--- src/include/mrb_pkg.sv ---
// constants, field layouts and carrier types for the mode register and burst block
package mrb_pkg;

  // ***************************************************
  // register addresses
  // ***************************************************
  localparam logic [7:0] INFO_REG_ADDR = 8'h00;
  localparam logic [7:0] FEATURE_REG_ADDR = 8'h01;
  // data returned for a register that cannot be read
  localparam logic [7:0] UNDEF_READ_DATA = 8'hFF;

  // ***************************************************
  // field codes and reset values
  // ***************************************************
  localparam logic [2:0] BL_CODE_4 = 3'h2;
  localparam logic [2:0] BL_CODE_8 = 3'h3;
  localparam logic [2:0] BL_CODE_16 = 3'h4;
  localparam logic [1:0] ST_NOT_RUN = 2'h0;
  localparam logic [1:0] ST_SUPPLY_OR_FLOAT = 2'h1;
  localparam logic [1:0] ST_SHORT_GND = 2'h2;
  localparam logic [1:0] ST_PASS = 2'h3;
  localparam logic [3:0] NWR_CODE_OFFSET = 4'h2;
  localparam logic [3:0] LAST_BEAT_4 = 4'h3;
  localparam logic [3:0] LAST_BEAT_8 = 4'h7;
  localparam logic [3:0] LAST_BEAT_16 = 4'hF;
  localparam logic [1:0] CLASS_BITS = 2'h0;
  localparam logic [2:0] INFO_RSVD_BITS = 3'h0;

  // ***************************************************
  // carrier types
  // ***************************************************
  typedef struct packed {
    logic [2:0] writeRecovery;
    logic noWrap;
    logic interleaved;
    logic [2:0] burstLength;
  } mrb_feature_t;

  localparam mrb_feature_t FEATURE_RESET = '{writeRecovery: 3'h1, noWrap: 1'b0,
    interleaved: 1'b0, burstLength: BL_CODE_4};

  typedef struct packed {
    logic [2:0] reservedBits;
    logic [1:0] selfTest;
    logic invalidDataSupport;
    logic deviceClass;
    logic autoInitBusy;
  } mrb_info_t;

  typedef enum logic [1:0] {
    BST_IDLE = 2'b00,
    BST_BEATS = 2'b01,
    BST_RECOVER = 2'b11
  } mrb_state_t;

endpackage : mrb_pkg
--- src/hw/mrb_mode_burst.sv ---
// mode register pair, impedance self-test status and burst column sequencer
// ***************************************************
// Summary of operation
// - info bit 0 reads 1 while auto-initialization runs, 0 after
// - info bits 1 and 2 read zero: S4 class, no invalid-data signalling
// - info bits 4:3 hold the impedance pin self-test result code
// - self-test field updates when initialization calibration completes
// - pin tied to command supply makes the self-test field read 01
// - results 01 or 10 force factory trim and ignore calibration commands
// - result 11 only means a resistor is present, value unchecked
// - feature bit 4 picks wrap or no wrap, no wrap with length 4
// - write burst with auto precharge starts precharge after recovery count
// - column bit 0 is forced zero, bursts start on even columns
// - 4-beat wrapped bursts run 0,1,2,3 or 2,3,0,1
// - 8-beat bursts add or xor the beat index in three bits
// - 16-beat bursts are sequential wrapped only
// - 4-beat no-wrap bursts run y to y+3 without wrapping
// - reserved info bits read as zero
// - reading the feature register gives undefined data with strobe
// ***************************************************
`timescale 1ns/1ps
module mrb_mode_burst
  import mrb_pkg::*;
#(
  parameter int COL_W = 10
) (
  // clock and reset
  input wire logic clock,
  input wire logic nrst,
  // mode register access
  input wire logic mrRead,
  input wire logic mrWrite,
  input wire logic [7:0] mrAddr,
  input wire logic [7:0] mrWdata,
  output logic [7:0] rdData,
  output logic rdStrobe,
  // initialization and impedance calibration
  input wire logic autoInitDone,
  input wire logic calDone,
  input wire logic [1:0] calResult,
  input wire logic pinTiedSupply,
  input wire logic calCmd,
  output logic calRun,
  output logic factoryTrim,
  // burst requests
  input wire logic burstReq,
  input wire logic burstWrite,
  input wire logic burstAutoPre,
  input wire logic [COL_W-1:0] burstCol,
  output logic [COL_W-1:0] colOut,
  output logic colValid,
  output logic prechargeStart,
  output logic busy
);

  // ***************************************************
  // registers
  // ***************************************************
  mrb_feature_t feature_reg;
  logic [1:0] selfTest_reg;
  mrb_state_t state_reg;
  mrb_state_t state_next;
  logic [COL_W-1:0] start_reg;
  logic [3:0] beat_reg;
  logic [3:0] recCnt_reg;
  logic apWrite_reg;
  logic [7:0] rdData_reg;
  logic rdStrobe_reg;
  logic calRun_reg;
  logic factoryTrim_reg;
  logic [COL_W-1:0] colOut_reg;
  logic colValid_reg;
  logic precharge_reg;

  // ***************************************************
  // decode
  // ***************************************************
  mrb_info_t infoValue;
  wire logic hitInfo = (mrAddr == INFO_REG_ADDR);
  wire logic hitFeature = (mrAddr == FEATURE_REG_ADDR);
  wire logic accepted = burstReq && (state_reg == BST_IDLE);
  wire logic [3:0] nwrCycles = {1'b0, feature_reg.writeRecovery} + NWR_CODE_OFFSET;
  wire logic [COL_W-1:0] evenStart = {burstCol[COL_W-1:1], 1'b0};
  wire logic [3:0] beatNext = beat_reg + 4'h1;
  wire logic [3:0] lastBeat = (feature_reg.burstLength == BL_CODE_16) ? LAST_BEAT_16 :
                              (feature_reg.burstLength == BL_CODE_8) ? LAST_BEAT_8 :
                              LAST_BEAT_4;
  wire logic atLast = (beat_reg == lastBeat);
  wire logic trimForced = (selfTest_reg == ST_SUPPLY_OR_FLOAT) || (selfTest_reg == ST_SHORT_GND);
  wire logic [1:0] selfTestNew = pinTiedSupply ? ST_SUPPLY_OR_FLOAT : calResult;

  assign infoValue = '{reservedBits: INFO_RSVD_BITS, selfTest: selfTest_reg,
    invalidDataSupport: CLASS_BITS[1], deviceClass: CLASS_BITS[0], autoInitBusy: !autoInitDone};

  wire logic [7:0] readValue = hitInfo ? infoValue : UNDEF_READ_DATA;

  function automatic logic [COL_W-1:0] beatCol(input logic [COL_W-1:0] s,
                                               input logic [3:0] i,
                                               input mrb_feature_t f);
    logic [COL_W-1:0] c;
    c = s;
    if (f.burstLength == BL_CODE_16)
      c[3:0] = s[3:0] + i;
    else if (f.burstLength == BL_CODE_8)
      c[2:0] = f.interleaved ? (s[2:0] ^ i[2:0]) : (s[2:0] + i[2:0]);
    else if (f.noWrap)
      c = s + COL_W'(i);
    else
      c[1:0] = s[1:0] + i[1:0];
    return c;
  endfunction : beatCol

  wire logic [COL_W-1:0] nextCol = beatCol(start_reg, beatNext, feature_reg);

  // ***************************************************
  // burst state machine
  // ***************************************************
  always_comb
  begin
    state_next = state_reg;
    case (state_reg)
      BST_IDLE:
        if (accepted)
          state_next = BST_BEATS;
      BST_BEATS:
        if (atLast)
          state_next = apWrite_reg ? BST_RECOVER : BST_IDLE;
      BST_RECOVER:
        if (recCnt_reg == 4'h0)
          state_next = BST_IDLE;
      default:
        state_next = BST_IDLE;
    endcase
  end

  always_ff @(posedge clock or negedge nrst)
  begin
    if (!nrst)
    begin
      state_reg <= BST_IDLE;
      start_reg <= '0;
      beat_reg <= 4'h0;
      apWrite_reg <= 1'b0;
      colOut_reg <= '0;
      colValid_reg <= 1'b0;
    end
    else
    begin
      state_reg <= state_next;
      colValid_reg <= accepted || (state_reg == BST_BEATS && !atLast);
      if (accepted)
      begin
        start_reg <= evenStart;
        beat_reg <= 4'h0;
        apWrite_reg <= burstWrite && burstAutoPre;
        colOut_reg <= evenStart;
      end
      else if (state_reg == BST_BEATS && !atLast)
      begin
        beat_reg <= beatNext;
        colOut_reg <= nextCol;
      end
    end
  end

  always_ff @(posedge clock or negedge nrst)
  begin
    if (!nrst)
    begin
      recCnt_reg <= 4'h0;
      precharge_reg <= 1'b0;
    end
    else
    begin
      precharge_reg <= (state_reg == BST_RECOVER) && (recCnt_reg == 4'h0);
      if (state_reg == BST_BEATS)
        recCnt_reg <= nwrCycles - 4'h1;
      else if (state_reg == BST_RECOVER)
        recCnt_reg <= recCnt_reg - 4'h1;
    end
  end

  // ***************************************************
  // mode registers
  // ***************************************************
  always_ff @(posedge clock or negedge nrst)
  begin
    if (!nrst)
    begin
      feature_reg <= FEATURE_RESET;
      selfTest_reg <= ST_NOT_RUN;
      rdData_reg <= 8'h00;
      rdStrobe_reg <= 1'b0;
      calRun_reg <= 1'b0;
      factoryTrim_reg <= 1'b0;
    end
    else
    begin
      if (mrWrite && hitFeature)
        feature_reg <= mrWdata;
      if (calDone)
        selfTest_reg <= selfTestNew;
      rdStrobe_reg <= mrRead;
      if (mrRead)
        rdData_reg <= readValue;
      factoryTrim_reg <= trimForced;
      calRun_reg <= calCmd && !trimForced;
    end
  end

  assign rdData = rdData_reg;
  assign rdStrobe = rdStrobe_reg;
  assign calRun = calRun_reg;
  assign factoryTrim = factoryTrim_reg;
  assign colOut = colOut_reg;
  assign colValid = colValid_reg;
  assign prechargeStart = precharge_reg;
  // gray codes leave bit 0 set in every non-idle state, so busy is a flop
  assign busy = state_reg[0];

  // ***************************************************
  // checks
  // ***************************************************
  logic [3:0] recSeen_reg;
  always_ff @(posedge clock or negedge nrst)
  begin
    if (!nrst)
      recSeen_reg <= 4'h0;
    else if (state_reg == BST_RECOVER)
      recSeen_reg <= recSeen_reg + 4'h1;
    else
      recSeen_reg <= 4'h0;
  end
endmodule : mrb_mode_burst

--- config.mk ---
export PLATFORM = sky130hd
export DESIGN_NAME = mrb_mode_burst
export DESIGN_NICKNAME = d
export VERILOG_FILES = /design/src/include/mrb_pkg.sv /design/src/hw/mrb_mode_burst.sv
export SDC_FILE = /design/constraint.sdc
export NUM_CORES = 1
export LEC_CHECK = 0
export ABC_AREA = 1
export BUFFER_PORTS_ARGS = -buffer_cell sky130_fd_sc_hd__clkbuf_2
export CORE_MARGIN = 10
export CORE_UTILIZATION = 53
export CTS_BUF_LIST = sky130_fd_sc_hd__clkbuf_4 sky130_fd_sc_hd__clkbuf_8 sky130_fd_sc_hd__clkbuf_16
export CTS_CLUSTER_SIZE = 14
export DETAILED_ROUTE_END_ITERATION = 10
export PLACE_DENSITY = 0.75
export SYNTH_ARGS = -nofsm -noshare
export SYNTH_HDL_FRONTEND = slang
export SYNTH_SLANG_ARGS = --single-unit
--- constraint.sdc ---
create_clock -name clock -period 2.8 [get_ports clock]
set_input_delay 0.28 -clock clock [delete_from_list [all_inputs] [get_ports clock]]
set_output_delay 0.28 -clock clock [all_outputs]
set_load 0.005 [all_outputs]
# After elaboration in Yosys (flattened, before gate mapping)
# Index checks and enable logic that the tools add are counted.
dict set report classes {
  n_reduce_logical 17
  bitwise 1
  n_mux 22
  n_eq_ne 11
  n_addsub 8
}
# op n
set op_table {}
lappend op_table {{2-to-1 mux 4 bit} 6}
lappend op_table {{2-to-1 mux 10 bit} 2}
lappend op_table {{2-to-1 mux 8 bit} 2}
lappend op_table {{2-to-1 mux 2 bit} 6}
lappend op_table {{adder 10 x 4 -> 10 bit} 1}
lappend op_table {{2-to-1 mux 3 bit} 3}
lappend op_table {{== test 8 x 1 -> 1 bit, second input constant} 1}
lappend op_table {{zero test 8 bit} 1}
lappend op_table {{subtractor 4 x 1 -> 4 bit, second input constant} 2}
lappend op_table {{2-to-1 mux 7 bit} 1}
lappend op_table {{logical AND 1 bit} 6}
lappend op_table {{2-to-1 mux 6 bit} 1}
lappend op_table {{inequality test 2 bit, second input constant} 3}
lappend op_table {{one-hot mux 2 bit (3 select lines)} 1}
lappend op_table {{adder 3 x 2 -> 4 bit, second input constant} 1}
lappend op_table {{adder 4 x 1 -> 4 bit, second input constant} 1}
lappend op_table {{adder 4 bit} 1}
lappend op_table {{== test 2 x 1 -> 1 bit, second input constant} 2}
lappend op_table {{== test 2 bit, second input constant} 2}
lappend op_table {{== test 4 bit} 1}
lappend op_table {{zero test 4 bit} 1}
lappend op_table {{nonzero test 2 bit} 2}
lappend op_table {{adder 3 bit} 1}
lappend op_table {{== test 3 x 2 -> 1 bit, second input constant} 1}
lappend op_table {{other kinds (7)} 10}
dict set report word_totals {
  word_cells 76
  regBits 53
  input_bits 39
  output_inout_bits 24
}

# Depth between registers and ports, before layout
# Gate-level depths: netlist (run 1).
dict set report logic_depth {
  depth_word 8
  depth_mapped 14
  depth_no_buf 14
}

# Least setup slack after synthesis (run 1)
# Ideal clock, no wire load.
dict set report synth_path {
  kind {register -> register}
  startpoint {register beat_reg[0]}
  endpoint {register colOut_reg[2], in the netlist colOut[2]}
  t_arrival_ns 1.884
  path_buffers 0
  slack_ns 0.799
  path_stages_with_launch 14
  path_cell_list {dfrtp_1 ha_1 ha_1 fa_1 nand2_1 o21ai_0 nand2_1 nand2_1 nand2_1 nand2_1 nand2_1 nand2_1 nand2_1 nand2_1}
}
dict set report synth_between {
  elab_chain_cells 7
}
# element line
set synth_lines {}
lappend synth_lines {{from (decl)} mrb_mode_burst.sv:64} ;# logic [3:0] beat_reg;
lappend synth_lines {{from (signal assigned)} mrb_mode_burst.sv:160} ;# beat_reg <= beatNext;
lappend synth_lines {{adder 4 x 1 -> 4 bit} mrb_mode_burst.sv:84} ;# wire logic [3:0] beatNext = beat_reg + 4'h1;
lappend synth_lines {{adder 10 x 4 -> 10 bit, or another cell as far along} mrb_mode_burst.sv:107} ;# c = s + COL_W'(i);
lappend synth_lines {{2-to-1 mux 8 bit / 2-to-1 mux 3 bit (equally long branches)} {mrb_mode_burst.sv:106, mrb_mode_burst.sv:105}}
lappend synth_lines {{2-to-1 mux 3 bit} mrb_mode_burst.sv:104} ;# else if (f.burstLength == BL_CODE_8)
lappend synth_lines {{2-to-1 mux 4 bit} mrb_mode_burst.sv:102} ;# if (f.burstLength == BL_CODE_16)
lappend synth_lines {{2-to-1 mux 10 bit} mrb_mode_burst.sv:158} ;# else if (state_reg == BST_BEATS && !atLast)
lappend synth_lines {{2-to-1 mux 10 bit} mrb_mode_burst.sv:151} ;# if (accepted)
lappend synth_lines {{to (signal assigned)} mrb_mode_burst.sv:156} ;# colOut_reg <= evenStart;
lappend synth_lines {{to (signal assigned)} mrb_mode_burst.sv:161} ;# colOut_reg <= nextCol;
lappend synth_lines {{to (decl)} mrb_mode_burst.sv:71} ;# logic [COL_W-1:0] colOut_reg;
# Parallel ways exist; a longest one is shown, timed or not. The select of a mux whose other input is x is not followed.
# A chain may end at the register's enable or synchronous reset.

# Worst setup path in the final report (run 1)
# Same ends and word-level chain as after synthesis.

==> results of run 1 <==
==> cell families after synthesis <==
logic type      Yosys count  share of synthesized area
fa+ha+maj                 7                     0.0372
buf+inv                  44                     0.0789
compound gates           32                     0.0696
simple gates            191                      0.326
flops                    48                      0.471
xor+xnor                  5                     0.0172
==> cell usage in the layout (no fill, tap or decap) <==
cell / Yosys / routed
buf_4: 6 / 2
xor2_1: 2 / 2
dfstp_2: 2 / 2
a21boi_0: 1 / 1
a21oi_1: 8 / 8
o21ai_0: 17 / 17
nand3_1: 37 / 37
nor3_1: 3 / 3
clkinv_2: 0 / 1
nor4b_2: 1 / 1
nand4_2: 1 / 1
inv_1: 30 / 30
inv_6: 0 / 1
nor2_1: 34 / 34
a31oi_1: 3 / 3
nand4_1: 3 / 3
clkbuf_2: 0 / 61
nand2_2: 3 / 3
xnor2_1: 3 / 3
nor4_1: 1 / 1
nand3b_1: 2 / 2
nor2_2: 3 / 3
o221ai_1: 3 / 3
nand2_4: 1 / 1
nand2_1: 100 / 100
clkbuf_8: 0 / 6
or2_2: 2 / 2
ha_1: 6 / 6
dfrtp_1: 46 / 46
fa_1: 1 / 1
==> worst paths after layout <==
path	from	endpoint	slack, ns
max in group asynchronous	nrst	start_reg[3]	2.33
worst min-delay path	nrst	start_reg[9]	0.05
worst max register to register	beat_reg[0]	colOut[2]	0.57
worst min register to register	selfTest_reg[0]	factoryTrim	0.49
min in group clock	mrWdata[5]	feature_reg[5]	0.14
worst max-delay path	beat_reg[0]	colOut[2]	0.57
==> cell type report <==
| type | count | area [sq um] |
|---|---|---|
| multi-input cells | 235 | 1150 |
| clock buffers | 6 | 82.6 |
| repair buffers | 63 | 320 |
| well taps | 54 | 67.6 |
| fillers | 427 | 1740 |
| clock inverters | 2 | 13.8 |
| inverters | 30 | 113 |
| flip-flops and latches | 48 | 1200 |
==> metal layers <==
layer  share of wire  up-vias  GRT usage
met5               0        -          0
met4           0.018        0     0.0665
met3           0.071       11     0.0474
met2            0.48       68      0.270
met1            0.43     1005      0.183
li1                -     1164          -
==> power by group <==
| part | switching [mW] | internal, mW |
|---|---|---|
| Sequential | 0.156 | 0.910 |
| Combinational | 0.816 | 0.523 |
| Clock | 0.247 | 0.202 |
==> metrics.md, run 1 <==
| Metric | Value |
|---|---|
| Mapped Area | `between 0.002 and 0.003 sq mm` |
| Hold_buf cts | `0` |
| Vias/cell | `about 5.1` |
| Crit-path max FO | `5` |
| Final period utilization | `0.798` |
| Via count | `~2200` |
| Clock root buffer | `clkbuf_8` |
| Final instance area | `slightly below 0.003 sq mm` |
| Sequential-to-total area share from yosys stat | `0.471` |
| Fin util | `0.629` |
| Worst Max-Slew Pin Slew | `~0.83 ns` |
| Max Clock Skew | `~0.01 ns` |
| Critical path buffers and inverters | `0` |
| Critical Path RT | `between 3 and 4 ns` |
| Number of DRC markers in iteration 0 | `154` |
| Worst min path class | `in2async` |
| Status | `complete, no violations` |
| Clock transition at path regs | `roughly 0.10 ns` |
| Largest cells by area after synthesis | `dfrtp_1 (45%), nand2_1 (15%), nand3_1 (7.3%)` |
| CTS tree | `done` |
| CORE AREA | `roughly 0.0047 sq mm` |
| Place WS | `between 0.6 and 0.7 ns` |
| H-tree depth | `2` |
| Worst path slowest cell | `fa_1` |
| Clock sinks | `48` |
| Leak | `between 1.5 and 2 nW` |
| Leading area contributor after synthesis | `dfrtp_1` |
| Final Max Tran Viols | `0` |
| Synth Warn # | `0` |
| Fin cells | `~440` |
| Routed Antenna Nets | `0` |
| Row Count | `25` |
| Top-count cell post-synth | `nand2_1` |
| Final Hold Viols | `0` |
| # Post-CTS Setup Buffers | `0` |
| CP peak stage delay | `0.58 ns` |
| Post-Syn Nets | `approximately 370` |
| Avg WL per Cell | `about 13 microns` |
| Main synth FF type | `dfrtp_1` |
| Gr ovfl total | `0` |
| Slew headroom | `0.444` |
| Top cells by count, synth | `nand2_1 (100), dfrtp_1 (46), nand3_1 (37)` |
| PortBufs | `61` |
| CTS Buf Count | `5` |
| Post-synth top area share | `0.451` |
| Minimum clock period | `about 2.2 ns` |
| Most frequent cell on the critical path | `nand2_1` |
| Setup WS post-layout | `0.565 ns` |
| Cell Chain, Critical Path | `ha_1, ha_1, fa_1, nand2_1, o21ai_0, nand2_1, nand2_1, nand2_1, nand2_1, nand2_1, nand2_1, nand2_1, nand2_1` |
| Worst r2r path cells | `13` |
| Mean post-synth cell area | `7.81 sq um` |
| Dpl cell area | `about 0.0029 sq mm` |
| Setup CP Type | `reg2reg` |
| Setup violations, final | `0` |
| Detailed Routing Iterations Pass 1 | `4` |
| F_max | `448 MHz` |
| First-pass GRT wire length | `a little over 10 mm` |
| Largest net degree at the start of global routing | `49` |
| Longest Clk Path Bufs | `2` |
| HPWL Detailed | `around 4.3 mm` |
| Die Ht | `a little under 90 microns` |
| Max Cap Viol | `0` |
| Number of global-route vias before repair | `~2300` |
| Routability cong. | `about 0.85` |
| Die area | `approximately 0.0080 sq mm` |
| Gr usage total | `0.159` |
| WL final | `roughly 5.8 mm` |
| Post-CTS sizing | `0` |
| Nets | `about 430` |
| Number of synthesized register bits | `between 40 and 50` |
| VDD IR max | `around 440 uV` |
| IO Count | `63` |
| Antenna violations before repair | `0` |
| CP startpoint kind | `register` |
| Die width | `a little under 90 microns` |
| Initial core utilization | `0.544` |
| CP endpoint kind | `register` |
| Async S/R FF share, synth | `1.00` |
| Power density over the cells | `about 970 mW/mm^2` |
| Number of enable flip-flop cells after synthesis | `0` |
| Diodes inserted | `0` |
| Critical Path Stages | `13` |
| Layout cells sized above 1 | `0.219` |
| Area Growth Syn to Fin | `15.5%` |
| RSZ-0062 raised after global routing | `false` |
| Setup_tns | `0 ns` |
| Delay-heaviest family, CP | `adder cells` |
| Insertion delay to the later sink of the worst-skew pair | `roughly 0.31 ns` |
| Mapped Cells | `approximately 330` |
| # DRC | `0` |
| Yosys cell types | `29` |
| Crit path DAT | `2.49 ns` |
| Placed Cells | `430` |
| Tot Pwr | `2.86 mW` |
| Smallest hold slack | `about 0.05 ns` |
Note: power is estimated with default switching activity, not from simulation.
==> run 2: changes to the inputs <==
CORE_UTILIZATION = 48   (was 53)
PLACE_DENSITY = 0.72   (was 0.75)
clock period = 1.86 ns   (was 2.8 ns; I/O delays follow)
==> run 2 against run 1 <==
Against the previous run: the run now ends with negative setup slack left; flip-flop and latch count stayed put; clock power is 55% higher; first-iteration DRC count is 34% lower; worst hold slack better by 0.0099 ns; count of clock-buffer cells in the layout is 2 higher; worst setup slack worse by 0.68 ns; clock skew is 0.0054 ns lower; cell count is 6.8% higher; sequential power is 50% higher; critical path depth stayed put.
==> metrics.md, run 2 (synthesized netlist as in run 1, its figures left out) <==
| Metric | Value |
|---|---|
| CTS tree | `done` |
| Commonest non-fill, non-tap cell in the layout | `nand2_1` |
| Status | `finished with violations` |
| M1 GR Usage | `0.167` |
| Max Cap Viol | `0` |
| Initial core utilization | `0.497` |
| IO Count | `63` |
| Worst Max-Slew Pin Slew | `around 0.54 ns` |
| Clock root buffer | `clkbuf_8` |
| Minimum clock period | `around 2 ns` |
| F_max | `between 500 and 600 MHz` |
| Final period utilization | `1.06` |
| Slew headroom | `0.642` |
| CP endpoint kind | `register` |
| Worst min path class | `in2reg` |
| Smallest hold slack | `0.0594 ns` |
| Longest Clk Path Bufs | `2` |
| Final Max Tran Viols | `0` |
| Routability cong. | `approximately 0.9` |
| Number of DRC markers in iteration 0 | `between 100 and 150` |
| CORE AREA | `between 0.005 and 0.006 sq mm` |
| Die width | `92.9 microns` |
| Final instance area | `between 0.003 and 0.004 sq mm` |
| Largest net degree at the start of global routing | `30` |
| Detailed Routing Iterations Pass 1 | `4` |
| Avg WL per Cell | `around 13 microns` |
| Cell-internal power | `around 2.9 mW` |
| Place WS | `-0.171 ns` |
| Logic pwr share | `0.525` |
| Gr ovfl total | `0` |
| Vias/cell | `between 4 and 5` |
| Area Growth Syn to Fin | `25.1%` |
| Gr usage total | `0.146` |
| Insertion delay to the later sink of the worst-skew pair | `around 0.30 ns` |
| Failing checks | `negative setup slack` |
| Number of fill cells | `479` |
| Commonest non-fill, non-tap cells in the layout | `nand2_1 (97), clkbuf_2 (61), dfrtp_1 (46)` |
| H-tree depth | `2` |
| Switching pwr | `1.95 mW` |
| # DRC | `0` |
| Sequential power share | `0.331` |
| Final Hold Viols | `0` |
| Die area | `0.00864 sq mm` |
| Max Clock Skew | `roughly 0.0046 ns` |
| Dpl cell area | `0.00298 sq mm` |
| Sw frac | `0.403` |
| PortBufs | `61` |
| Leak | `1.67 nW` |
| Row Count | `26` |
| Number of global-route vias before repair | `between 2000 and 2500` |
| First-pass GRT wire length | `10.5 mm` |
| CTS Buf Count | `5` |
| Via count | `roughly 2300` |
| Setup violations, final | `4` |
| Crit-path max FO | `3` |
| CP startpoint kind | `register` |
| Routed Antenna Nets | `0` |
| Clock sinks | `between 40 and 50` |
| Layout cells sized above 1 | `0.281` |
| Setup WS post-layout | `-0.117 ns` |
| Setup CP Type | `reg2reg` |
| Nets | `443` |
| RSZ-0062 raised after global routing | `true` |
| Crit path DAT | `roughly 2.2 ns` |
| Most used routing layer | `met2` |
| VDD IR max | `approximately 760 uV` |
| Clock transition at path regs | `about 0.080 ns` |
| HPWL Detailed | `4.75 mm` |
| Diodes inserted | `0` |
| Critical Path RT | `2.11 ns` |
| Power density over the cells | `between 1500 and 2000 mW/mm^2` |
| WL final | `slightly above 6 mm` |
| Met3 usage | `0.0557` |
| Die Ht | `92.9 microns` |
| Met2 Usage GRT | `0.251` |
| Clk pwr share | `0.144` |
| Antenna violations before repair | `0` |
## run 2: layout make-up
| class | instances | area [sq um] | share of cell area |
|---|---|---|---|
| tap | 70 | 87.6 | 0.0274 |
| inverter | 30 | 113 | 0.0352 |
| multi-input combinational | 235 | 1230 | 0.386 |
| timing repair buffer | 77 | 453 | 0.142 |
| sequential | 48 | 1200 | 0.377 |
| clock buffer | 8 | 104 | 0.0325 |
## run 2: routing by layer
| layer | up-vias | share of wire |
|---|---|---|
| met4 | 0 | 0.0072 |
| li1 | 1192 | - |
| met2 | 61 | 0.49 |
| met3 | 5 | 0.071 |
| met5 | - | 0 |
| met1 | 1079 | 0.43 |
## run 2: power by group through the flow
| stage | logic (mW) | registers (mW) | clock network, mW |
|---|---|---|---|
| floorplan | 1.54 | 1.58 | 0 |
| global placement | 2.22 | 1.58 | 0 |
| detailed placement | 2.27 | 1.59 | 0 |
| CTS | 2.42 | 1.60 | 0.710 |
| global route | 2.89 | 1.65 | 0.756 |
| finish | 2.54 | 1.60 | 0.695 |
## run 2: worst paths after layout
kind | from | end | slack [ns] | cells after the start
max reg2reg | beat_reg[1] | colOut[2] | -0.12 | 13
max | beat_reg[1] | colOut[2] | -0.12 | 13
max in group asynchronous | nrst | feature_reg[5] | 0.87 | 3
min reg2reg | selfTest_reg[1] | factoryTrim | 0.49 | 1
min in group asynchronous | nrst | start_reg[8] | 0.38 | 2
min | autoInitDone | rdData[0] | 0.06 | 2
## run 2: worst max-delay path, stage by stage, from the launching register on
cell and delay (ns):
dfrtp_1 0.42, ha_4 0.26, ha_4 0.16, fa_2 0.54
nand2_1 0.05, o21ai_1 0.07, nand2_1 0.06, nand2_1 0.06
nand2_1 0.05, nand2_1 0.05, nand2_1 0.04, nand2_1 0.06
nand2_1 0.05, nand2_1 0.06
## run 2: stage by stage
step | utilization | setup TNS, ns | std cells | total power [mW]
after floorplan | - | -0.0680 | 327 | 3.13
after global placement | 0.580 | -0.527 | 457 | 3.80
after detailed placement | 0.580 | -0.812 | 457 | 3.86
after CTS | 0.615 | -0.380 | 467 | 4.72
after global routing | 0.622 | -1.10 | 468 | 5.29
final | 0.622 | -0.254 | 468 | 4.84
## run 2: timing repair
item	in CTS	in global routing
resized for setup	8	10
setup endpoints to repair	8	8
hold buffers	1	0
buffers inserted	1	1
endpoints found under the hold margin	19	0
pin swaps	4	3
==> run 3: changes to the inputs <==
CORE_UTILIZATION = 57   (was 48)
PLACE_DENSITY = 0.81   (was 0.72)
clock period = 2.3 ns   (was 1.86 ns; I/O delays follow)
==> run 3 against run 2 <==
Against the previous run: the run now ends clean; register-to-register slack better by 0.31 ns; global-route usage increased by 1.4 points; final area decreased by 6.9%; wire length fell by 6.2%; via count shrank 2.9%; total power shrank 29%; cell count fell by 6.2%; maximum frequency shrank 6.4%; die area fell by 13%; highest routed layer unchanged; non-clock buffer count fell by 11; core utilization grew 6.1 points; clock power decreased by 27%.
==> metrics.md, run 3 (synthesized netlist as in run 1, its figures left out) <==
| Metric | Value |
|---|---|
| HPWL Detailed | `approximately 4.4 mm` |
| Die area | `0.00756 sq mm` |
| Number of DRC markers in iteration 0 | `around 120` |
| Final Max Tran Viols | `0` |
| PortBufs | `61` |
| Gr usage total | `0.160` |
| Slew headroom | `0.569` |
| Crit-path max FO | `3` |
| Clock sinks | `48` |
| Area Growth Syn to Fin | `16.5%` |
| IO Count | `between 60 and 70` |
| Setup_tns | `0 ns` |
| CP endpoint kind | `register` |
| # DRC | `0` |
| CORE AREA | `0.00435 sq mm` |
| Antenna violations before repair | `0` |
| VDD IR max | `between 400 and 500 uV` |
| Critical Path RT | `2.54 ns` |
| Final period utilization | `0.918` |
| Final Hold Viols | `0` |
| Gr ovfl total | `0` |
| Diodes inserted | `0` |
| Leak | `between 1.5 and 2 nW` |
| # Post-CTS Setup Buffers | `0` |
| Setup CP Type | `reg2reg` |
| CTS tree | `done` |
| Number of fill cells | `between 300 and 400` |
| RSZ-0062 raised after global routing | `false` |
| Nets | `approximately 430` |
| Routed Antenna Nets | `0` |
| Layout cells sized above 1 | `0.227` |
| Avg WL per Cell | `approximately 13 microns` |
| Minimum clock period | `roughly 2.1 ns` |
| Clock transition at path regs | `~0.09 ns` |
| Status | `complete, no violations` |
| Clock root buffer | `clkbuf_8` |
| CTS Buf Count | `5` |
| Setup WS post-layout | `between 0.15 and 0.2 ns` |
| WL final | `about 5.7 mm` |
| CP startpoint kind | `register` |
| Die Ht | `roughly 87 microns` |
| Commonest non-fill, non-tap cells in the layout | `nand2_1 (100), clkbuf_2 (61), dfrtp_1 (46)` |
| Longest Clk Path Bufs | `2` |
| Largest net degree at the start of global routing | `31` |
| Detailed Routing Iterations Pass 1 | `4` |
| Commonest non-fill, non-tap cell in the layout | `nand2_1` |
| First-pass GRT wire length | `just under 10 mm` |
| Worst Max-Slew Pin Slew | `0.640 ns` |
| Place WS | `0.200 ns` |
| Max Clock Skew | `0.00826 ns` |
| Number of global-route vias before repair | `2300` |
| Placed Cells | `between 400 and 500` |
| H-tree depth | `2` |
| Routability cong. | `between 0.8 and 0.9` |
| Power density over the cells | `1160 mW/mm^2` |
| Insertion delay to the later sink of the worst-skew pair | `about 0.30 ns` |
| F_max | `approximately 470 MHz` |
| Smallest hold slack | `a little under 0.1 ns` |
| Max Cap Viol | `0` |
| Via count | `2270` |
| Fin cells | `roughly 440` |
| Setup violations, final | `0` |
| Vias/cell | `5.17` |
| Row Count | `24` |
| Initial core utilization | `0.586` |
| Worst min path class | `in2reg` |
| Die width | `between 80 and 90 microns` |
| Crit path DAT | `roughly 2.4 ns` |
| Fin util | `0.683` |
run 3: worst paths after layout:
| path | startpoint | endpoint | slack, ns | cells past startpoint |
|---|---|---|---|---|
| hold reg to reg | selfTest_reg[0] | factoryTrim | 0.48 | 1 |
| hold / removal | mrWdata[1] | feature_reg[1] | 0.1 | 3 |
| setup / recovery | beat_reg[0] | colOut[2] | 0.19 | 14 |
| max in group asynchronous | nrst | feature_reg[1] | 1.08 | 3 |
| min in group asynchronous | nrst | colOut[7] | 0.42 | 2 |
| setup reg to reg | beat_reg[0] | colOut[2] | 0.19 | 14 |
run 3: area by class of cell:
type                    instances  area, sq um  area share
well taps                      52         65.1      0.0219
clock inverters                 1         5.00     0.00168
multi-input cells             235         1160       0.390
repair buffers                 66          345       0.116
clock buffers                   7         83.8      0.0282
inverters                      30          113      0.0379
flip-flops and latches         48         1200       0.405
run 3: power by group:
group          leakage [nW]  internal (mW)  switching [mW]
clock network        0.0491          0.237           0.268
logic                 0.970          0.660           0.999
registers             0.570           1.11           0.180
run 3: worst max-delay path: stages (launching register included):
cell	delay (ns)
dfrtp_1	0.40
ha_1	0.24
xnor2_2	0.15
inv_1	0.10
fa_1	0.57
nand2_1	0.06
o21ai_0	0.07
nand2_1	0.07
nand2_1	0.06
nand2_1	0.04
nand2_1	0.06
nand2_1	0.05
nand2_1	0.07
nand2_1	0.05
nand2_1	0.05
run 3: what timing repair did:
| item | in CTS | in global routing |
|---|---|---|
| endpoints found under the hold margin | 18 | 0 |
| hold buffers | 1 | 0 |
| gates resized for setup | 0 | 2 |
| setup endpoints to repair | 0 | 1 |
run 3: layer usage:
layer	vias up	global-route usage	wire [microns]
li1	1167	-	-
met2	54	0.272	2720
met5	-	0	0
met1	1040	0.180	2440
met4	0	0.0574	104
met3	9	0.0571	441
run 3: metrics by stage:
step | instance area [sq um] | power (mW)
global route | 2970 | 3.82
floorplan | 2550 | 2.52
global placement | 2870 | 2.89
detailed placement | 2870 | 2.95
CTS | 2960 | 3.47
finish | 2970 | 3.45
